===== config.mk =====
export PLATFORM = sky130hd
export DESIGN_NAME = cpoc_regs
export DESIGN_NICKNAME = d
export VERILOG_FILES = /design/src/core/cpoc_pkg.sv /design/src/core/cpoc_regs.sv
export SDC_FILE = /design/constraint.sdc
export NUM_CORES = 1
export LEC_CHECK = 0
export ABC_AREA = 1
export BUFFER_PORTS_ARGS = -buffer_cell sky130_fd_sc_hd__buf_2
export CAP_MARGIN = 20
export CORE_AREA = 10 10 75 77
export CTS_BUF_LIST = sky130_fd_sc_hd__clkbuf_4
export DETAILED_ROUTE_END_ITERATION = 10
export DIE_AREA = 0 0 85 87
export PLACE_DENSITY = 0.79
export SETUP_SLACK_MARGIN = 0.15
export SYNTH_ARGS = -nofsm -noshare
export SYNTH_HDL_FRONTEND = slang
export SYNTH_SLANG_ARGS = --single-unit

===== constraint.sdc =====
create_clock -name clock_i -period 1.48 [get_ports clock_i]
set_clock_uncertainty 0.05 [all_clocks]
set_input_delay 0.074 -clock clock_i [delete_from_list [all_inputs] [get_ports clock_i]]
set_output_delay 0.074 -clock clock_i [all_outputs]
set_load 0.005 [all_outputs]

===== src/core/cpoc_pkg.sv =====
package cpoc_pkg;
  // ---------------------------------------------------------------
  // register map on page 1
  // ---------------------------------------------------------------
  localparam logic [7:0]  CPOC_PIPE_CTRL_ADDR  = 8'h08;
  localparam logic [7:0]  CPOC_OUT_SRC_ADDR    = 8'h09;
  localparam logic [7:0]  CPOC_PAD_ADDR        = 8'h0A;
  localparam logic [2:0]  CPOC_PAGE_SEL        = 3'h1;

  localparam int          CPOC_PIPE_W          = 11;
  localparam int          CPOC_SRC_W           = 5;
  localparam int          CPOC_PAD_W           = 11;

  localparam logic [10:0] CPOC_PIPE_RESET      = 11'h1F8;
  localparam logic [4:0]  CPOC_SRC_RESET       = 5'h0A;
  localparam logic [10:0] CPOC_PAD_RESET       = 11'h488;

  // ---------------------------------------------------------------
  // pipeline control fields
  // ---------------------------------------------------------------
  localparam int CPOC_VPHASE_BIT   = 0;
  localparam int CPOC_HPHASE_BIT   = 1;
  localparam int CPOC_SHADE_BIT    = 2;
  localparam int CPOC_DEFECT_BIT   = 3;
  localparam int CPOC_APER2D_BIT   = 4;
  localparam int CPOC_MATRIX_BIT   = 5;
  localparam int CPOC_PCLK_INV_BIT = 6;
  localparam int CPOC_GAMMA_BIT    = 7;
  localparam int CPOC_DECIM_BIT    = 8;
  localparam int CPOC_MINBLANK_BIT = 9;
  localparam int CPOC_APER1D_BIT   = 10;

  localparam logic [1:0] CPOC_MINBLANK_LINES  = 2'h2;
  localparam logic [2:0] CPOC_MINBLANK_PIXELS = 3'h4;

  // ---------------------------------------------------------------
  // output source and general pin fields
  // ---------------------------------------------------------------
  localparam int CPOC_SRC_LSB  = 0;
  localparam int CPOC_GPSEL_LSB = 3;

  typedef enum logic [1:0] {
    CPOC_SRC_RAW        = 2'h0,
    CPOC_SRC_PROCESSED  = 2'h1,
    CPOC_SRC_COMPRESSED = 2'h2,
    CPOC_SRC_RESERVED   = 2'h3
  } cpoc_src_type;

  localparam logic [1:0] CPOC_GP_NORMAL = 2'h0;
  localparam logic [1:0] CPOC_GP_FLASH  = 2'h1;

  // ---------------------------------------------------------------
  // pad fields
  // ---------------------------------------------------------------
  localparam int CPOC_DSLEW_LSB  = 0;
  localparam int CPOC_GSLEW_LSB  = 4;
  localparam int CPOC_CLAMP_BIT  = 7;
  localparam int CPOC_SSLEW_LSB  = 8;
endpackage : cpoc_pkg


===== src/core/cpoc_regs.sv =====
// Behaviour
// - bit 0 selects vertical colour-filter phase
// - bit 1 selects horizontal colour-filter phase
// - bit 2 enables lens shading, reset zero
// - bit 3 enables defect correction, reset one
// - bit 4 enables 2D sharpening, reset one
// - bit 5 zero gives identity colour matrix
// - bit 6 inverts pixel clock, all modes
// - bit 7 enables gamma, reset one
// - bit 8 enables decimator, reset one
// - bit 9: line-active two lines early, +4 pixels
// - bit 10 enables 1D aperture, reset zero
// - source field picks raw, processed or compressed
// - pin field routes flash onto general pin eleven
// - data slew field applies only in raw mode
// - clamp bit clamps pad inputs during standby
// - serial data and general pin slew codes
module cpoc_regs (
  input  wire logic                     clock_i,
  input  wire logic                     sys_rst_i,
  input  wire logic [2:0]               page_i,
  input  wire logic                     write_en_i,
  input  wire logic                     read_en_i,
  input  wire logic [7:0]               addr_i,
  input  wire logic [15:0]              wdata_i,
  input  wire logic                     standby_i,
  input  wire logic                     flash_strobe_i,
  input  wire logic                     general_pin_eleven_out_i,
  input  wire logic [2:0]               comp_slew_i,
  output logic [15:0]                   rdata_o,
  output logic                          rvalid_o,
  output logic                          vphase_red_first_o,
  output logic                          hphase_color_first_o,
  output logic                          lens_shade_en_o,
  output logic                          defect_corr_en_o,
  output logic                          aperture2d_en_o,
  output logic                          color_matrix_en_o,
  output logic                          pclk_invert_o,
  output logic                          gamma_en_o,
  output logic                          decimator_en_o,
  output logic [1:0]                    line_lead_lines_o,
  output logic [2:0]                    line_extra_pixels_o,
  output logic                          aperture1d_en_o,
  output cpoc_pkg::cpoc_src_type        out_source_o,
  output logic                          flash_on_pin11_o,
  output logic                          general_pin_eleven_o,
  output logic [2:0]                    data_pad_slew_o,
  output logic [2:0]                    gpio_slew_o,
  output logic [2:0]                    serial_data_slew_o,
  output logic                          pad_clamp_o
);
  import cpoc_pkg::*;

  // ---------------------------------------------------------------
  // register storage
  // ---------------------------------------------------------------
  logic [CPOC_PIPE_W-1:0] color_pipeline_control;
  logic [CPOC_SRC_W-1:0]  output_source_bypass;
  logic [CPOC_PAD_W-1:0]  pad_slew_and_clamp;
  logic [CPOC_PIPE_W-1:0] next_pipe;
  logic [CPOC_SRC_W-1:0]  next_src;
  logic [CPOC_PAD_W-1:0]  next_pad;
  logic                   page_ok;
  logic [1:0]             next_src_sel;
  logic [1:0]             next_gp_sel;

  // other pages alias different registers, so page one gates every access
  assign page_ok = (page_i == CPOC_PAGE_SEL);

  always_comb begin
    next_pipe = color_pipeline_control;
    next_src  = output_source_bypass;
    next_pad  = pad_slew_and_clamp;
    if (write_en_i && page_ok) begin
      case (addr_i)
        CPOC_PIPE_CTRL_ADDR: next_pipe = wdata_i[CPOC_PIPE_W-1:0];
        CPOC_OUT_SRC_ADDR:   next_src  = wdata_i[CPOC_SRC_W-1:0];
        CPOC_PAD_ADDR:       next_pad  = wdata_i[CPOC_PAD_W-1:0];
        default: begin
        end
      endcase
    end
  end

  always_ff @(posedge clock_i) begin
    if (sys_rst_i) begin
      color_pipeline_control <= CPOC_PIPE_RESET;
      output_source_bypass   <= CPOC_SRC_RESET;
      pad_slew_and_clamp     <= CPOC_PAD_RESET;
    end else begin
      color_pipeline_control <= next_pipe;
      output_source_bypass   <= next_src;
      pad_slew_and_clamp     <= next_pad;
    end
  end

  // ---------------------------------------------------------------
  // read port
  // ---------------------------------------------------------------
  always_ff @(posedge clock_i) begin
    if (sys_rst_i) begin
      rdata_o  <= 16'h0000;
      rvalid_o <= 1'b0;
    end else begin
      rvalid_o <= read_en_i;
      rdata_o  <= 16'h0000;
      if (read_en_i && page_ok) begin
        case (addr_i)
          CPOC_PIPE_CTRL_ADDR: rdata_o <= {5'h00, color_pipeline_control};
          CPOC_OUT_SRC_ADDR:   rdata_o <= {11'h000, output_source_bypass};
          CPOC_PAD_ADDR:       rdata_o <= {5'h00, pad_slew_and_clamp};
          default:             rdata_o <= 16'h0000;
        endcase
      end
    end
  end

  // ---------------------------------------------------------------
  // pipeline stage controls
  // ---------------------------------------------------------------
  // outputs load from the next value, so a write acts at the very next edge
  always_ff @(posedge clock_i) begin
    if (sys_rst_i) begin
      vphase_red_first_o   <= CPOC_PIPE_RESET[CPOC_VPHASE_BIT];
      hphase_color_first_o <= CPOC_PIPE_RESET[CPOC_HPHASE_BIT];
      lens_shade_en_o      <= CPOC_PIPE_RESET[CPOC_SHADE_BIT];
      defect_corr_en_o     <= CPOC_PIPE_RESET[CPOC_DEFECT_BIT];
      aperture2d_en_o      <= CPOC_PIPE_RESET[CPOC_APER2D_BIT];
      color_matrix_en_o    <= CPOC_PIPE_RESET[CPOC_MATRIX_BIT];
      pclk_invert_o        <= CPOC_PIPE_RESET[CPOC_PCLK_INV_BIT];
      gamma_en_o           <= CPOC_PIPE_RESET[CPOC_GAMMA_BIT];
      decimator_en_o       <= CPOC_PIPE_RESET[CPOC_DECIM_BIT];
      aperture1d_en_o      <= CPOC_PIPE_RESET[CPOC_APER1D_BIT];
      line_lead_lines_o    <= 2'h0;
      line_extra_pixels_o  <= 3'h0;
    end else begin
      vphase_red_first_o   <= next_pipe[CPOC_VPHASE_BIT];
      hphase_color_first_o <= next_pipe[CPOC_HPHASE_BIT];
      lens_shade_en_o      <= next_pipe[CPOC_SHADE_BIT];
      defect_corr_en_o     <= next_pipe[CPOC_DEFECT_BIT];
      aperture2d_en_o      <= next_pipe[CPOC_APER2D_BIT];
      color_matrix_en_o    <= next_pipe[CPOC_MATRIX_BIT];
      pclk_invert_o        <= next_pipe[CPOC_PCLK_INV_BIT];
      gamma_en_o           <= next_pipe[CPOC_GAMMA_BIT];
      decimator_en_o       <= next_pipe[CPOC_DECIM_BIT];
      aperture1d_en_o      <= next_pipe[CPOC_APER1D_BIT];
      line_lead_lines_o    <= next_pipe[CPOC_MINBLANK_BIT] ? CPOC_MINBLANK_LINES : 2'h0;
      line_extra_pixels_o  <= next_pipe[CPOC_MINBLANK_BIT] ? CPOC_MINBLANK_PIXELS : 3'h0;
    end
  end

  // ---------------------------------------------------------------
  // output source and general pin routing
  // ---------------------------------------------------------------
  assign next_src_sel = next_src[CPOC_SRC_LSB +: 2];
  assign next_gp_sel  = next_src[CPOC_GPSEL_LSB +: 2];

  // the reserved source code is passed on; downstream treats it as undefined
  always_ff @(posedge clock_i) begin
    if (sys_rst_i) begin
      out_source_o         <= cpoc_src_type'(CPOC_SRC_RESET[CPOC_SRC_LSB +: 2]);
      flash_on_pin11_o     <= (CPOC_SRC_RESET[CPOC_GPSEL_LSB +: 2] == CPOC_GP_FLASH);
      general_pin_eleven_o <= 1'b0;
    end else begin
      out_source_o         <= cpoc_src_type'(next_src_sel);
      flash_on_pin11_o     <= (next_gp_sel == CPOC_GP_FLASH);
      // reserved codes fall back to the plain pin rather than a floating mux
      general_pin_eleven_o <= (next_gp_sel == CPOC_GP_FLASH) ? flash_strobe_i
                                                              : general_pin_eleven_out_i;
    end
  end

  // ---------------------------------------------------------------
  // pad slew and standby clamp
  // ---------------------------------------------------------------
  always_ff @(posedge clock_i) begin
    if (sys_rst_i) begin
      data_pad_slew_o    <= CPOC_PAD_RESET[CPOC_DSLEW_LSB +: 3];
      gpio_slew_o        <= CPOC_PAD_RESET[CPOC_GSLEW_LSB +: 3];
      serial_data_slew_o <= CPOC_PAD_RESET[CPOC_SSLEW_LSB +: 3];
      pad_clamp_o        <= 1'b0;
    end else begin
      data_pad_slew_o    <= (next_src_sel == CPOC_SRC_RAW) ? next_pad[CPOC_DSLEW_LSB +: 3]
                                                           : comp_slew_i;
      gpio_slew_o        <= next_pad[CPOC_GSLEW_LSB +: 3];
      serial_data_slew_o <= next_pad[CPOC_SSLEW_LSB +: 3];
      // clamping only in standby keeps live inputs readable in normal use
      pad_clamp_o        <= next_pad[CPOC_CLAMP_BIT] & standby_i;
    end
  end

  logic wr_pipe;
  logic wr_src;
  logic wr_pad;
  assign wr_pipe = write_en_i && page_ok && addr_i == CPOC_PIPE_CTRL_ADDR;
  assign wr_src  = write_en_i && page_ok && addr_i == CPOC_OUT_SRC_ADDR;
  assign wr_pad  = write_en_i && page_ok && addr_i == CPOC_PAD_ADDR;
endmodule : cpoc_regs


# Yosys cells after proc, flatten, opt, wreduce, memory -nomap -nowiden

Cells that the tools add are included.

Flip-flop bits (word level): 73
Bits of input ports: 37
Output and inout bits: 46

Equal/unequal tests: 5
Muxes and demuxes: 11
Bitwise operators: 2
Reductions and logical operators: 6

Operators by type and width:

| operator             | count |
|---|---|
| $mux W11             | 4 |
| $pmux W11 S3         | 1 |
| $eq A8 B4 Y1 const B | 3 |
| $mux W5              | 2 |
| $mux W3              | 2 |
| $reduce_and A2 Y1    | 2 |
| $eq A3 B1 Y1 const B | 1 |
| $eq A2 B1 Y1 const B | 1 |
| $logic_and A1 B1 Y1  | 2 |
| $logic_not A2 Y1     | 1 |
| $mux W2              | 1 |
| $reduce_or A2 Y1     | 1 |
| $and A1 B1 Y1        | 1 |
| $mux W1              | 1 |
| $not A1 Y1           | 1 |

# Longest topological paths before layout

Depth in word-level cells: 5
Depth in mapped cells: 10
Mapped depth without buffers: 10

# Worst setup path before layout

Ideal clock, no wire load.

Kind: input-to-reg
From: input port page_i[1]
To: register data_pad_slew_o[0]
Setup time: 115 ps
Arrival: 958 ps
Required time: 1315 ps
Path slack: 357 ps
Cell stages on the path: 8
Cells stage by stage: nand3b_4 -> nor2_1 -> buf_6 -> nand2_1 -> nand2_1 -> nand2_2 -> a21oi_1 -> nor2_1

Cells in the longest elaborated chain, start to end: 5
Elaborated cells on any way between the ends: 6
Those cells by class: eq/ne: 1; mux: 3; reduce/logical: 2

Ends and longest elaborated chain:

| what                    | RTL line         | RTL |
|---|---|---|
| from (decl)             | cpoc_regs.sv:21  | `input wire logic [2:0] page_i,` |
| $eq A3 B1 Y1 (*)        | cpoc_regs.sv:68  | `assign page_ok = (page_i == CPOC_PAGE_SEL);` |
| $logic_and A1 B1 Y1 (*) | n/a              |  |
| $mux W5                 | cpoc_regs.sv:74  | `if (write_en_i && page_ok) begin` |
| $logic_not A2 Y1        | cpoc_regs.sv:183 | `data_pad_slew_o <= (next_src_sel == CPOC_SRC_RAW) ? next_pad[CPOC_DSLEW_LSB +: 3]` |
| $mux W3 (*)             | cpoc_regs.sv:183 |  |
| to (signal assigned)    | cpoc_regs.sv:178 | `data_pad_slew_o <= CPOC_PAD_RESET[CPOC_DSLEW_LSB +: 3];` |
| to (signal assigned)    | cpoc_regs.sv:183 |  |
| to (decl)               | cpoc_regs.sv:47  | `output logic [2:0] data_pad_slew_o,` |

Every way passes the cells marked *; elsewhere a longest branch is shown, timed or not.
A chain may end at the register's enable or synchronous reset.

# Final worst setup path

From: input port sys_rst_i
To: register rvalid_o

RTL lines:

| what                 | RTL line         | RTL |
|---|---|---|
| from (decl)          | cpoc_regs.sv:20  | `input wire logic sys_rst_i,` |
| to (signal assigned) | cpoc_regs.sv:105 | `rvalid_o <= read_en_i;` |
| to (decl)            | cpoc_regs.sv:31  | `output logic rvalid_o,` |

No word-level cell between the ends.

==> load_flow_metrics.sql <==
INSERT INTO impl_metrics (metric_group, metric, value, unit) VALUES
('run_status', 'outcome', 'finished clean', ''),
('grt', 'grt_remaining_overflow', '0', ''),
('finish', 'areaGrowthSynthToFinish', '29.9', '%'),
('yosys', 'muxShareOfSynthArea', '0.00512', ''),
('finish', 'layout.cells.most_common_list', 'sky130_fd_sc_hd__buf_2, sky130_fd_sc_hd__nand2_1, sky130_fd_sc_hd__dfxtp_1, sky130_fd_sc_hd__nor2_1', ''),
('die', 'die_width', '85', 'um'),
('yosys', 'avgSynthCellArea', '7.57', 'um^2'),
('worst_setup_path', 'critical-path-top-cell-by-count', 'sky130_fd_sc_hd__dlygate4sd3_1', ''),
('die', 'design.core.area', '4230', 'um^2'),
('pwr', 'finalPower', '2010', 'uW'),
('pwr', 'p_per_cell_area', '791', 'nW/um^2'),
('route', 'drtAntennaViolNets', '0', ''),
('worst_setup_path', 'cp-start-kind', 'input port', ''),
('finish', 'post_route_cells_drive_above_1_share', '0.298', ''),
('pwr', 'power.share.sequential', '0.609', ''),
('worst_setup_path', 'path_buf_inv', '3', ''),
('grt', 'grt_antenna_before_repair', '0', ''),
('yosys', 'synth_compound_area_frac', '0.101', ''),
('die', 'placement_rows', '24', ''),
('worst_setup_path', 'setup.worst_path.end_class', 'flop', ''),
('clock_network', 'clk_path_buf_depth', '2', ''),
('yosys', 'syn_area', '1950', 'um^2'),
('finish', 'final-instance-count-excl-fill', '398', ''),
('pwr', 'clock_power_share', '0.305', ''),
('pwr', 'switching_share', '0.252', ''),
('die', 'num_ports', '83', ''),
('sta', 'post-route-min-period', '1.23', 'ns'),
('sta', 'unrepaired_setup_endpoints_after_global_routing', 'false', ''),
('clock_network', 'cts.htree.levels', '2', ''),
('sta', 'timing_max_transition_violations_final', '0', ''),
('yosys', 'netlist-cell-type-count', '27', ''),
('finish', 'final_util', '0.599', ''),
('die', 'dieHeight', '87', 'um'),
('finish', 'most_frequent_standard_cell_in_the_layout_excluding_fill_and_tap_cells', 'sky130_fd_sc_hd__buf_2', ''),
('placed_design', 'dpl.cell_count', '369', ''),
('placed_design', 'globalplace.congestion', '0.879', ''),
('route', 'drc', '0', ''),
('yosys', 'ys_ff_latch', '45', ''),
('worst_setup_path', 'critical_path.top_delay_family', 'buffers and inverters', ''),
('grt', 'grt_overall_usage', '0.138', ''),
('route', 'detailedRoute.firstIterationViolations', '89', ''),
('worst_setup_path', 'crit_type', 'input port to flop', ''),
('clock_network', 'worstSkewPairLatency', '0.37', 'ns'),
('finish', 'number_of_fill_cells_in_the_layout', '392', ''),
('placed_design', 'hpwl', '3700', 'um'),
('sta', 'finalSetupViolations', '0', ''),
('flow_run', 'max_cap_violations', '0', ''),
('yosys', 'ys.warnings.count', '0', ''),
('worst_setup_path', 'critPathSlowestCell', 'sky130_fd_sc_hd__dlygate4sd3_1', ''),
('sta', 'timing.setup.tns', '0', 'ns'),
('die', 'design.die.area', '7400', 'um^2'),
('clock_network', 'cts_inserted_buffers', '5', ''),
('pwr', 'combinationalPowerShare', '0.086', ''),
('hold_path', 'timing.hold.worst.class', 'input port to flop', ''),
('pwr', 'p_int', '1500', 'uW'),
('worst_setup_path', 'worst-endpoint-required', '1.70', 'ns'),
('yosys', 'netlist_instances', '258', ''),
('route', 'detail_route.wirelength', '4910', 'um'),
('sta', 'fmaxAchievable', '813', 'MHz'),
('pwr', 'leakage', '0.00127', 'uW'),
('yosys', 'synth-xor-area-share', '0', ''),
('clock_network', 'cts_post_setup_buffers_inserted', '0', ''),
('sta', 'hold_viol_final', '0', ''),
('finish', 'num_antenna_cells', '0', ''),
('finish', 'design.final.nets', '382', ''),
('route', 'detailedRoute.firstPassIterationCount', '5', ''),
('grt', 'grt_max_degree', '16', ''),
('worst_setup_path', 'critical_path_max_stage_delay', '0.56', 'ns'),
('route', 'detail_route.wl_per_cell', '12.3', 'um'),
('worst_setup_path', 'critical_path_peak_fanout', '9', ''),
('clock_network', 'tritoncts_clock_tree', 'yes', '');
==> final timing paths <==
path                            slack (ns)               startpoint  depth (start not counted)                  to
worst max-delay path                  0.25                sys_rst_i                          4            rvalid_o
worst min-delay path                  0.03                addr_i[1]                          5          rdata_o[6]
worst max register to register        0.55  output_source_bypass[0]                          5  data_pad_slew_o[2]
worst min register to register        0.41    pad_slew_and_clamp[7]                          2          rdata_o[7]
==> sequential cells by signal (all words and copies together) (netlist names) <==
name                    count
color_pipeline_control     11
output_source_bypass        5
rvalid_o                    1
pad_slew_and_clamp         11
pad_clamp_o                 1
general_pin_eleven_o        1
flash_on_pin11_o            1
data_pad_slew_o             3
rdata_o                    11
==> layer usage <==
metal	up-vias	GRT usage	wire length, um
met2	56	0.246	2410
met5	-	0	0
met3	0	0.0571	435
li1	959	-	-
met1	789	0.147	2060
met4	0	0.0314	0
==> through the flow <==
step / worst slack (ns) / instance area (um^2) / hold slack (ns)
after floorplan: 0.357 / 1980 / 0.137
after global placement: 0.163 / 2260 / 0.236
after detailed placement: 0.134 / 2260 / 0.245
after CTS: 0.275 / 2530 / 0.0178
after global routing: 0.187 / 2540 / 0.0531
final: 0.251 / 2540 / 0.0291
==> cell type report <==
cell class,count,area [um^2],area share
timing repair buffer,99,623,0.246
tap,52,65.1,0.0256
multi-input combinational,168,787,0.310
sequential,45,901,0.355
clock buffer,5,37.5,0.0148
clock inverter,3,22.5,0.00888
inverter,26,101,0.0399
==> logic make-up (layout without fill, tap and decap cells) <==
kind of cell	Yosys count	count (layout)
other	1	8
flip-flops	45	45
AO/OA/AOI/OAI	37	37
multiplexers	1	1
buffers and inverters	52	133
AND/OR/NAND/NOR	122	122
==> synthesized netlist by cell type <==
cell type                   count  area share
sky130_fd_sc_hd__conb_1         1      0.0019
sky130_fd_sc_hd__nand2_2        3      0.0096
sky130_fd_sc_hd__buf_6          3       0.017
sky130_fd_sc_hd__nand3b_4       1       0.010
sky130_fd_sc_hd__nand3_2        2       0.010
sky130_fd_sc_hd__nor2_4         2       0.012
sky130_fd_sc_hd__dfxtp_1       45        0.46
sky130_fd_sc_hd__buf_2          2      0.0051
sky130_fd_sc_hd__clkbuf_4       1      0.0038
sky130_fd_sc_hd__a21oi_1       19       0.049
sky130_fd_sc_hd__nor3_1         2      0.0051
sky130_fd_sc_hd__a22oi_1        1      0.0038
sky130_fd_sc_hd__o21ai_0       14       0.036
sky130_fd_sc_hd__nand2_1       57        0.11
sky130_fd_sc_hd__nor2_2         3      0.0096
sky130_fd_sc_hd__nor2_1        33       0.063
sky130_fd_sc_hd__o2111ai_1      1      0.0045
sky130_fd_sc_hd__o211ai_1       2      0.0077
sky130_fd_sc_hd__nand2_4        1      0.0058
sky130_fd_sc_hd__mux2i_1        1      0.0051
sky130_fd_sc_hd__nand3_1       17       0.044
sky130_fd_sc_hd__clkinv_1       1      0.0019
sky130_fd_sc_hd__buf_4         18       0.069
sky130_fd_sc_hd__nand4_1        1      0.0032
sky130_fd_sc_hd__inv_2          4      0.0077
sky130_fd_sc_hd__inv_1         21       0.040
sky130_fd_sc_hd__clkbuf_1       2      0.0038
==> power by group through the flow <==
stage	clock network (uW)	registers (uW)	logic, uW
after floorplan	0	1250	74.1
after global placement	0	1250	125
after detailed placement	0	1250	127
after CTS	635	1220	170
after global routing	686	1220	196
final	613	1220	172
==> tightest hold or removal path, stage by stage <==
cell and delay, ns:
sky130_fd_sc_hd__buf_2 0.12, sky130_fd_sc_hd__nand2_1 0.06, sky130_fd_sc_hd__nor3_1 0.07, sky130_fd_sc_hd__nand2_1 0.06, sky130_fd_sc_hd__a21oi_1 0.05
==> timing repair <==
action,CTS,global route
hold buffers,21,0
endpoints found under the setup margin,0,2
endpoints found under the hold margin,34,0
gates resized for setup,0,1
No activity file was read; power rests on OpenSTA's default activity.
